File: src/hdl/eod_pkg.sv
// constants and types shared by the extended instruction decoder
package eod_pkg;
	localparam int EOD_PTR_W = 12;
	localparam int EOD_DATA_W = 8;
	localparam int EOD_PCHI_W = 13;
	localparam int EOD_NUM_PTR = 3;
	localparam logic [3:0] EOD_EXT_PREFIX = 4'he;
	localparam logic [3:0] EOD_OP_ADD = 4'h8;
	localparam logic [3:0] EOD_OP_SUB = 4'h9;
	localparam logic [3:0] EOD_OP_PUSH = 4'ha;
	localparam logic [3:0] EOD_OP_MOVE = 4'hb;
	localparam logic [3:0] EOD_SECOND_PREFIX = 4'hf;
	localparam logic [15:0] EOD_CALL_WR_WORD = 16'h0014;
	localparam logic [1:0] EOD_SEL_PTR2_RET = 2'h3;
	localparam int EOD_LIT6_POS = 0;
	localparam int EOD_SEL_POS = 6;
	localparam int EOD_MOVE_KIND_BIT = 7;
	localparam logic [EOD_PTR_W-1:0] EOD_PTR_RESET = 12'h000;
	localparam int EOD_RET_CYCLES = 2;
	typedef enum logic [4:0] {
		EOD_S_IDLE = 5'b00001,
		EOD_S_RET = 5'b00010,
		EOD_S_CALL = 5'b00100,
		EOD_S_MRD = 5'b01000,
		EOD_S_MW2 = 5'b10000
	} eod_state_e;
	typedef enum logic [1:0] {
		EOD_P_NONE = 2'h0,
		EOD_P_ADD = 2'h1,
		EOD_P_SUB = 2'h2,
		EOD_P_DEC2 = 2'h3
	} eod_pop_e;
endpackage

File: src/hdl/eod_ptr_if.sv
// link between the decoder control and its pointer file
`timescale 1ns/10ps
interface eod_ptr_if;
	import eod_pkg::*;
	eod_pop_e op;
	logic [1:0] sel;
	logic [5:0] lit;
	logic [EOD_NUM_PTR-1:0][EOD_PTR_W-1:0] ptr;
	modport ctl (output op, output sel, output lit, input ptr);
	modport regs (input op, input sel, input lit, output ptr);
endinterface

File: src/hdl/eod_decoder.sv
// decoder and executor of the eight extended core instructions
//
// Behaviour
// - add 6-bit literal to chosen pointer in one cycle; select 3 adds then returns.
// - subtract 6-bit literal from chosen pointer in one cycle, flags untouched.
// - subtract with select 3 hits pointer 2 then returns, two cycles total.
// - word 0x0014 calls through the working register in two cycles, flags untouched.
// - indexed-to-absolute move, two words, bit 7 clear, three cycles.
// - indexed-to-indexed move, two words, bit 7 set, three cycles.
// - push literal stores at pointer 2 address then decrements pointer 2.
// - extended words decode only when the extended set enable is high.
`timescale 1ns/10ps
module eod_decoder
	import eod_pkg::*;
(
	// clock and reset
	input wire logic clk,
	input wire logic rst,
	// configuration
	input wire logic extended_set_enable,
	// instruction fetch
	input wire logic instr_valid,
	input wire logic [15:0] instr_word,
	output logic instr_ready,
	output logic legacy_valid,
	// core state
	input wire logic [EOD_DATA_W-1:0] working_register,
	input wire logic [EOD_PCHI_W-1:0] pc_high,
	// program flow requests
	output logic ret_req,
	output logic call_req,
	output logic [EOD_PCHI_W+EOD_DATA_W-1:0] call_target,
	// data memory
	output logic mem_rd_en,
	output logic [EOD_PTR_W-1:0] mem_rd_addr,
	input wire logic [EOD_DATA_W-1:0] mem_rd_data,
	output logic mem_wr_en,
	output logic [EOD_PTR_W-1:0] mem_wr_addr,
	output logic [EOD_DATA_W-1:0] mem_wr_data,
	// pointer view
	output logic [EOD_NUM_PTR-1:0][EOD_PTR_W-1:0] file_pointer
);
	eod_ptr_if pif ();

	eod_ptr_file u_ptr (
		.clk(clk),
		.rst(rst),
		.pif(pif)
	);

	eod_state_e state_r, state_nxt;
	logic ret_req_r, ret_req_nxt;
	logic call_req_r, call_req_nxt;
	logic [EOD_PCHI_W+EOD_DATA_W-1:0] tgt_r, tgt_nxt;
	logic rd_en_r, rd_en_nxt;
	logic [EOD_PTR_W-1:0] rd_addr_r, rd_addr_nxt;
	logic wr_en_r, wr_en_nxt;
	logic [EOD_PTR_W-1:0] wr_addr_r, wr_addr_nxt;
	logic [EOD_DATA_W-1:0] wr_data_r, wr_data_nxt;
	logic [EOD_DATA_W-1:0] src_data_r, src_data_nxt;
	logic take;
	logic is_ext_grp, is_add, is_sub, is_push, is_move, is_call, is_ext;
	logic [EOD_PTR_W-1:0] ptr2;

	assign ptr2 = pif.ptr[2];
	// only idle or waiting for the move's second word accepts a word
	assign instr_ready = (state_r == EOD_S_IDLE) || (state_r == EOD_S_MW2);
	assign take = instr_valid && instr_ready;

	always_comb begin
		// disabled set leaves every word to the standard decoder
		is_ext_grp = extended_set_enable && (instr_word[15:12] == EOD_EXT_PREFIX);
		is_add = is_ext_grp && (instr_word[11:8] == EOD_OP_ADD);
		is_sub = is_ext_grp && (instr_word[11:8] == EOD_OP_SUB);
		is_push = is_ext_grp && (instr_word[11:8] == EOD_OP_PUSH);
		is_move = is_ext_grp && (instr_word[11:8] == EOD_OP_MOVE);
		is_call = extended_set_enable && (instr_word == EOD_CALL_WR_WORD);
		is_ext = is_add || is_sub || is_push || is_move || is_call;
	end

	assign legacy_valid = take && (state_r == EOD_S_IDLE) && !is_ext;

	always_comb begin
		state_nxt = state_r;
		ret_req_nxt = 1'b0;
		call_req_nxt = 1'b0;
		tgt_nxt = tgt_r;
		rd_en_nxt = 1'b0;
		rd_addr_nxt = rd_addr_r;
		wr_en_nxt = 1'b0;
		wr_addr_nxt = wr_addr_r;
		wr_data_nxt = wr_data_r;
		src_data_nxt = src_data_r;
		pif.op = EOD_P_NONE;
		pif.sel = instr_word[EOD_SEL_POS+:2];
		pif.lit = instr_word[EOD_LIT6_POS+:6];
		unique case (state_r)
			EOD_S_IDLE: begin
				if (take && is_add) begin
					pif.op = EOD_P_ADD;
					if (pif.sel == EOD_SEL_PTR2_RET) begin
						ret_req_nxt = 1'b1;
						state_nxt = EOD_S_RET;
					end
				end else if (take && is_sub) begin
					pif.op = EOD_P_SUB;
					if (pif.sel == EOD_SEL_PTR2_RET) begin
						ret_req_nxt = 1'b1;
						state_nxt = EOD_S_RET;
					end
				end else if (take && is_push) begin
					// write address is taken before the decrement lands
					pif.op = EOD_P_DEC2;
					wr_en_nxt = 1'b1;
					wr_addr_nxt = ptr2;
					wr_data_nxt = instr_word[7:0];
				end else if (take && is_call) begin
					call_req_nxt = 1'b1;
					tgt_nxt = {pc_high, working_register};
					state_nxt = EOD_S_CALL;
				end else if (take && is_move) begin
					rd_en_nxt = 1'b1;
					rd_addr_nxt = ptr2 + {5'h00, instr_word[6:0]};
					// destination kind kept in the write address bit 0 slot
					wr_addr_nxt = {11'h000, instr_word[EOD_MOVE_KIND_BIT]};
					state_nxt = EOD_S_MRD;
				end
			end
			EOD_S_RET: begin
				state_nxt = EOD_S_IDLE;
			end
			EOD_S_CALL: begin
				state_nxt = EOD_S_IDLE;
			end
			EOD_S_MRD: begin
				// read data must stand by the end of the strobe cycle
				src_data_nxt = mem_rd_data;
				state_nxt = EOD_S_MW2;
			end
			EOD_S_MW2: begin
				if (take) begin
					wr_en_nxt = 1'b1;
					wr_data_nxt = src_data_r;
					if (wr_addr_r[0]) begin
						wr_addr_nxt = ptr2 + {5'h00, instr_word[6:0]};
					end else begin
						wr_addr_nxt = instr_word[11:0];
					end
					state_nxt = EOD_S_IDLE;
				end
			end
			default: begin
				state_nxt = EOD_S_IDLE;
			end
		endcase
	end

	always_ff @(posedge clk or posedge rst) begin
		if (rst) begin
			state_r <= EOD_S_IDLE;
			ret_req_r <= 1'b0;
			call_req_r <= 1'b0;
			tgt_r <= '0;
			rd_en_r <= 1'b0;
			rd_addr_r <= '0;
			wr_en_r <= 1'b0;
			wr_addr_r <= '0;
			wr_data_r <= '0;
			src_data_r <= '0;
		end else begin
			state_r <= state_nxt;
			ret_req_r <= ret_req_nxt;
			call_req_r <= call_req_nxt;
			tgt_r <= tgt_nxt;
			rd_en_r <= rd_en_nxt;
			rd_addr_r <= rd_addr_nxt;
			wr_en_r <= wr_en_nxt;
			wr_addr_r <= wr_addr_nxt;
			wr_data_r <= wr_data_nxt;
			src_data_r <= src_data_nxt;
		end
	end

	assign ret_req = ret_req_r;
	assign call_req = call_req_r;
	assign call_target = tgt_r;
	assign mem_rd_en = rd_en_r;
	assign mem_rd_addr = rd_addr_r;
	assign mem_wr_en = wr_en_r;
	// second-word address is only meaningful while the strobe is high
	assign mem_wr_addr = wr_addr_r;
	assign mem_wr_data = wr_data_r;
	assign file_pointer = pif.ptr;

	logic [15:0] w0;
	assign w0 = instr_word;

	a_add_updates: assert property (@(posedge clk) disable iff (rst)
		take && state_r == EOD_S_IDLE && is_add && w0[7:6] != 2'h3
		|=> file_pointer[$past(w0[7:6])] ==
		$past(file_pointer[w0[7:6]]) + {6'h00, $past(w0[5:0])})
		else $error("add literal did not update pointer");
	a_add_return: assert property (@(posedge clk) disable iff (rst)
		take && state_r == EOD_S_IDLE && is_add && w0[7:6] == 2'h3
		|=> ret_req && !instr_ready ##1 instr_ready && !ret_req)
		else $error("add with return took wrong cycles");
	a_sub_updates: assert property (@(posedge clk) disable iff (rst)
		take && state_r == EOD_S_IDLE && is_sub && w0[7:6] != 2'h3
		|=> file_pointer[$past(w0[7:6])] ==
		$past(file_pointer[w0[7:6]]) - {6'h00, $past(w0[5:0])} && !ret_req)
		else $error("sub literal did not update pointer");
	a_sub_return: assert property (@(posedge clk) disable iff (rst)
		take && state_r == EOD_S_IDLE && is_sub && w0[7:6] == 2'h3
		|=> ret_req && file_pointer[2] == $past(file_pointer[2]) - {6'h00, $past(w0[5:0])})
		else $error("sub with return wrong");
	a_call_target: assert property (@(posedge clk) disable iff (rst)
		take && state_r == EOD_S_IDLE && is_call
		|=> call_req && call_target == {$past(pc_high), $past(working_register)}
		##1 !call_req && instr_ready)
		else $error("call through working register wrong");
	a_push_store: assert property (@(posedge clk) disable iff (rst)
		take && state_r == EOD_S_IDLE && is_push
		|=> mem_wr_en && mem_wr_addr == $past(file_pointer[2])
		&& mem_wr_data == $past(w0[7:0])
		&& file_pointer[2] == $past(file_pointer[2]) - 12'h001)
		else $error("push literal wrong");
	a_move_read: assert property (@(posedge clk) disable iff (rst)
		take && state_r == EOD_S_IDLE && is_move
		|=> mem_rd_en && mem_rd_addr == $past(file_pointer[2]) + {5'h00, $past(w0[6:0])})
		else $error("move source address wrong");
	a_move_abs: assert property (@(posedge clk) disable iff (rst)
		take && state_r == EOD_S_MW2 && !wr_addr_r[0]
		|=> mem_wr_en && mem_wr_addr == $past(w0[11:0]) && mem_wr_data == $past(src_data_r))
		else $error("absolute move write wrong");
	a_move_idx: assert property (@(posedge clk) disable iff (rst)
		take && state_r == EOD_S_MW2 && wr_addr_r[0]
		|=> mem_wr_en && mem_wr_addr == $past(file_pointer[2]) + {5'h00, $past(w0[6:0])})
		else $error("indexed move write wrong");
	a_gate_off: assert property (@(posedge clk) disable iff (rst)
		take && state_r == EOD_S_IDLE && !extended_set_enable |-> legacy_valid
		##1 !ret_req && !call_req && !mem_wr_en && !mem_rd_en)
		else $error("extended word decoded while disabled");

	c_add_ret: cover property (@(posedge clk) disable iff (rst) ret_req);
	c_call: cover property (@(posedge clk) disable iff (rst) call_req);
	c_move: cover property (@(posedge clk) disable iff (rst) state_r == EOD_S_MW2 && take);
	c_push: cover property (@(posedge clk) disable iff (rst)
		mem_wr_en && state_r == EOD_S_IDLE);
endmodule

File: src/hdl/eod_ptr_file.sv
// the three file pointers and their literal arithmetic
`timescale 1ns/10ps
module eod_ptr_file
	import eod_pkg::*;
(
	// clock and reset
	input wire logic clk,
	input wire logic rst,
	// control side
	eod_ptr_if.regs pif
);
	logic [EOD_NUM_PTR-1:0][EOD_PTR_W-1:0] ptr_r;
	logic [EOD_NUM_PTR-1:0][EOD_PTR_W-1:0] ptr_nxt;
	logic [1:0] idx;

	always_comb begin
		ptr_nxt = ptr_r;
		// select 3 means pointer 2 with return
		idx = (pif.sel == EOD_SEL_PTR2_RET) ? 2'h2 : pif.sel;
		unique case (pif.op)
			EOD_P_ADD: ptr_nxt[idx] = ptr_r[idx] + {6'h00, pif.lit};
			EOD_P_SUB: ptr_nxt[idx] = ptr_r[idx] - {6'h00, pif.lit};
			EOD_P_DEC2: ptr_nxt[2] = ptr_r[2] - 12'h001;
			EOD_P_NONE: ;
		endcase
	end

	always_ff @(posedge clk or posedge rst) begin
		if (rst) begin
			ptr_r <= {EOD_NUM_PTR{EOD_PTR_RESET}};
		end else begin
			ptr_r <= ptr_nxt;
		end
	end

	assign pif.ptr = ptr_r;
endmodule

File: config.mk
export PLATFORM = sky130hd
export DESIGN_NAME = eod_decoder
export DESIGN_NICKNAME = d
export VERILOG_FILES = /design/src/hdl/eod_pkg.sv /design/src/hdl/eod_ptr_if.sv /design/src/hdl/eod_decoder.sv /design/src/hdl/eod_ptr_file.sv
export SDC_FILE = /design/constraint.sdc
export NUM_CORES = 1
export LEC_CHECK = 0
export BUFFER_PORTS_ARGS = -buffer_cell sky130_fd_sc_hd__buf_2
export CORE_AREA = 5 5 115 117
export CTS_CLUSTER_SIZE = 8
export DETAILED_ROUTE_END_ITERATION = 16
export DIE_AREA = 0 0 120 122
export HOLD_SLACK_MARGIN = 0.02
export PLACE_DENSITY = 0.86
export REMOVE_ABC_BUFFERS = 1
export SYNTH_ARGS = -nofsm -noshare
export SYNTH_HDL_FRONTEND = slang
export SYNTH_SLANG_ARGS = --single-unit
export TNS_END_PERCENT = 10
File: constraint.sdc
create_clock -name clk -period 4.1 [get_ports clk]
set_clock_uncertainty 0.15 [all_clocks]
set_input_delay 0.41 -clock clk [delete_from_list [all_inputs] [get_ports clk]]
set_output_delay 0.41 -clock clk [all_outputs]
set_load 0.1 [all_outputs]
==> results.py <==
metrics = {
    "clock_network": {
        "clock_latency_ns": 0.35,
        "cts_setup_buffers": 0,
        "cts_hold_buffers": 0,
        "cts_root_buf": "clkbuf_16",
        "htreeDepth": 3,
        "cts_tree": "built",
        "clk_pin_slew_ns": 0.08,
        "cts.sinks": 106,
        "cts_max_path_buffers": 2,
        "cts_made_buffers": 9,
        "cts_resized": 0,
    },
    "cells_and_area": {
        "layout_commonest_cell": "buf_2",
        "diodes": 0,
        "syn_to_final_growth_pct": 18.3,
        "nets": 924,
        "fin_area_um2": 7650,
        "drive_gt1_frac": 0.275,
        "postLayoutCoreUtil": 0.624,
        "final_cell_mix": "143 x buf_2, 105 x dfrtp_1, 85 x nand2_1",
    },
    "floorplanning": {
        "fp-row-count": 41,
        "floorplan.die_area_um2": 14600,
        "core_um2": 12300,
        "die_y_um": 122,
        "start_util": 0.527,
        "die_w_um": 120,
        "io_pins": 144,
    },
    "logic_synthesis": {
        "synth-seq-area-share": 0.410,
        "synthArstFlopShare": 1.00,
        "netlist_area_um2": 6460,
        "synth_cell_type_count": 69,
        "synth_top_area_cell": "dfrtp_1",
        "ys.flop_type": "dfrtp_1",
        "synth_edf_count": 0,
        "synthCells": 714,
        "synth.top_cell.area_share": 0.406,
        "synth_area_per_cell_um2": 9.05,
        "synth_warnings": 0,
        "synth.area.top_cells": "dfrtp_1 41%, mux2_2 6.8%, nand2_1 4.9%, o21ai_0 4.9%, ha_1 4.6%",
        "ys_seq_elements": 106,
    },
    "grt": {
        "grt_max_degree": 86,
        "grt_pass1_wl_um": 29200,
        "grt.overflow.total": 0,
        "grt_pass1_vias": 5715,
        "grt_use_total": 0.249,
        "antenna_found_initial": 0,
    },
    "setup_path": {
        "cp.arrival_ns": 3.62,
        "max_stage_delay_ns": 0.42,
        "path_max_fanout": 9,
        "critPathKind": "flop to flop",
        "cp-start-kind": "flop",
        "crit_path_frequent_cell": "nor2_1",
        "worstPathCellList": "nor3_2 > o211ai_1 > nor2_1 > nand2_1 > nor2_1 > inv_1 > ha_1 > buf_4 > nor2b_1 > nor2_1 > nor2_1 > nand2_1 > o311ai_0 > o221ai_1 > o21a_1",
        "crit_required_ns": 4.19,
        "cp-end-kind": "flop",
        "cp_slowest_cell": "dfrtp_1",
    },
    "timing": {
        "maxSlewViolCount": 0,
        "finalHoldViolations": 0,
        "tightestPinTransition_ns": 1.04,
        "relSlewSlack": 0.309,
        "max_freq_ghz": 0.284,
        "whs_ns": 0.137,
        "rsz0062_at_grt": "no",
        "worst_slack_ns": 0.576,
        "fin_tns_setup_ns": 0,
        "layout_min_cycle_time_ns": 3.52,
        "finalCritPeriodShare": 0.860,
        "setup_viol": 0,
    },
    "route": {
        "vias": 5957,
        "drtPass1Iterations": 7,
        "routed_wl_um": 17900,
        "wl_per_cell_um": 17.8,
        "drc": 0,
        "drt_iter0_markers": 707,
        "ant_nets": 0,
        "viasPerCell": 5.94,
    },
    "job": {
        "drv.max_cap_violation_count": 0,
    },
    "pwr": {
        "pwr-share-comb": 0.294,
        "p_per_area_nw_per_um2": 368,
        "p_leak_uw": 0.00388,
        "internal_power_uw": 1720,
        "switching_share": 0.391,
        "peakVddDrop_mv": 0.178,
        "pwr-share-clk": 0.298,
        "power_frac_seq": 0.408,
        "p_sw_uw": 1100,
    },
    "place": {
        "numPortBuffers": 143,
        "placed_area_um2": 7360,
        "dp_hpwl_um": 13400,
        "gp_congestion": 0.966,
        "place_ws_ns": 0.448,
    },
    "hold_path": {
        "hp-class": "input pin to asynchronous set/reset pin",
    },
    "run_status": {
        "status": "complete, no violations",
    },
}
[per-stage QoR]
stage	power, µW	std cells
after floorplan	1790	673
after global routing	2940	1003
after detailed placement	1990	987
final	2820	1003
after global placement	1980	987
after CTS	2830	1003
[cell type report]
type | count | area [µm²]
clock buffers | 9 | 225
clock inverters | 7 | 58.8
fillers | 1051 | 4610
inverters | 33 | 126
multi-input cells | 534 | 3520
flip-flops and latches | 106 | 2650
well taps | 150 | 188
repair buffers | 164 | 873
[power by group through the flow]
stage               clock (µW)  sequential [µW]  combinational (µW)
detailed placement           0             1170                 824
global placement             0             1170                 814
global route               904             1160                 882
finish                     839             1150                 830
CTS                        853             1150                 826
floorplan                    0             1440                 353
[critical path: cells and delay by family (launching register included)]
kind                       cells  cell delay, ns
and+or+nand+nor                8            1.29
DFF                            1            0.42
adders and majority gates      1            0.34
buffers and inverters          2            0.31
AOI/OAI and AO/OA              4            0.92
[final timing paths]
check,startpoint,slack (ns),cells after the start,to
setup / recovery,state_r[1],0.58,15,u_ptr.pif.ptr[32]
hold / removal,rst,0.14,2,call_target[2]
setup reg to reg,state_r[1],0.58,15,u_ptr.pif.ptr[32]
hold reg to reg,mem_rd_addr[0],0.32,2,mem_rd_addr[0]
max in group asynchronous,rst,2.76,3,mem_wr_en
min in group clk,pc_high[11],0.14,2,call_target[19]
[logic make-up after synthesis]
kind of cell               count (synthesis)  share of synthesized area
xor gates and xnor gates                  32                     0.0434
buffers and inverters                     74                     0.0457
DFF                                      106                      0.410
adders and majority gates                 27                     0.0557
AOI/OAI and AO/OA                        180                      0.172
muxes                                     61                      0.102
and+or+nand+nor                          234                      0.171
[Yosys cell counts, types with 3 or more instances]
master and instances:
a21o_1 3, a21oi_1 43, a221oi_1 4, a22o_1 3, a22oi_1 6, a31oi_1 5
and3_1 3, buf_2 5, clkbuf_1 33, dfrtp_1 105, fa_1 3, ha_1 24
inv_1 32, mux2_2 39, mux2i_1 22, nand2_1 85, nand2b_1 6, nand3_1 8
nand4_1 3, nor2_1 68, nor2b_1 11, nor3_1 14, nor3b_1 3, nor4_1 8
o211ai_1 8, o21a_1 6, o21ai_0 63, o221ai_1 5, o22a_1 3, o22ai_1 5
o31ai_1 3, or3_1 4, or4_1 6, xnor2_1 19, xor2_1 13
[sequential cells by signal, summed over array words and instances (netlist names)]
signal,count
u_ptr.pif.ptr,36
mem_wr_addr,12
call_req,1
src_data_r,8
call_target,21
mem_rd_en,1
state_r,5
mem_wr_data,8
ret_req,1
mem_wr_en,1
mem_rd_addr,12
[layer usage]
layer / part of all wire / global-route usage
met1: 0.43 / 0.336
met2: 0.48 / 0.416
met3: 0.080 / 0.0441
met4: 0.016 / 0.0659
met5: 0 / 0
(Power assumes the default switching activity.)
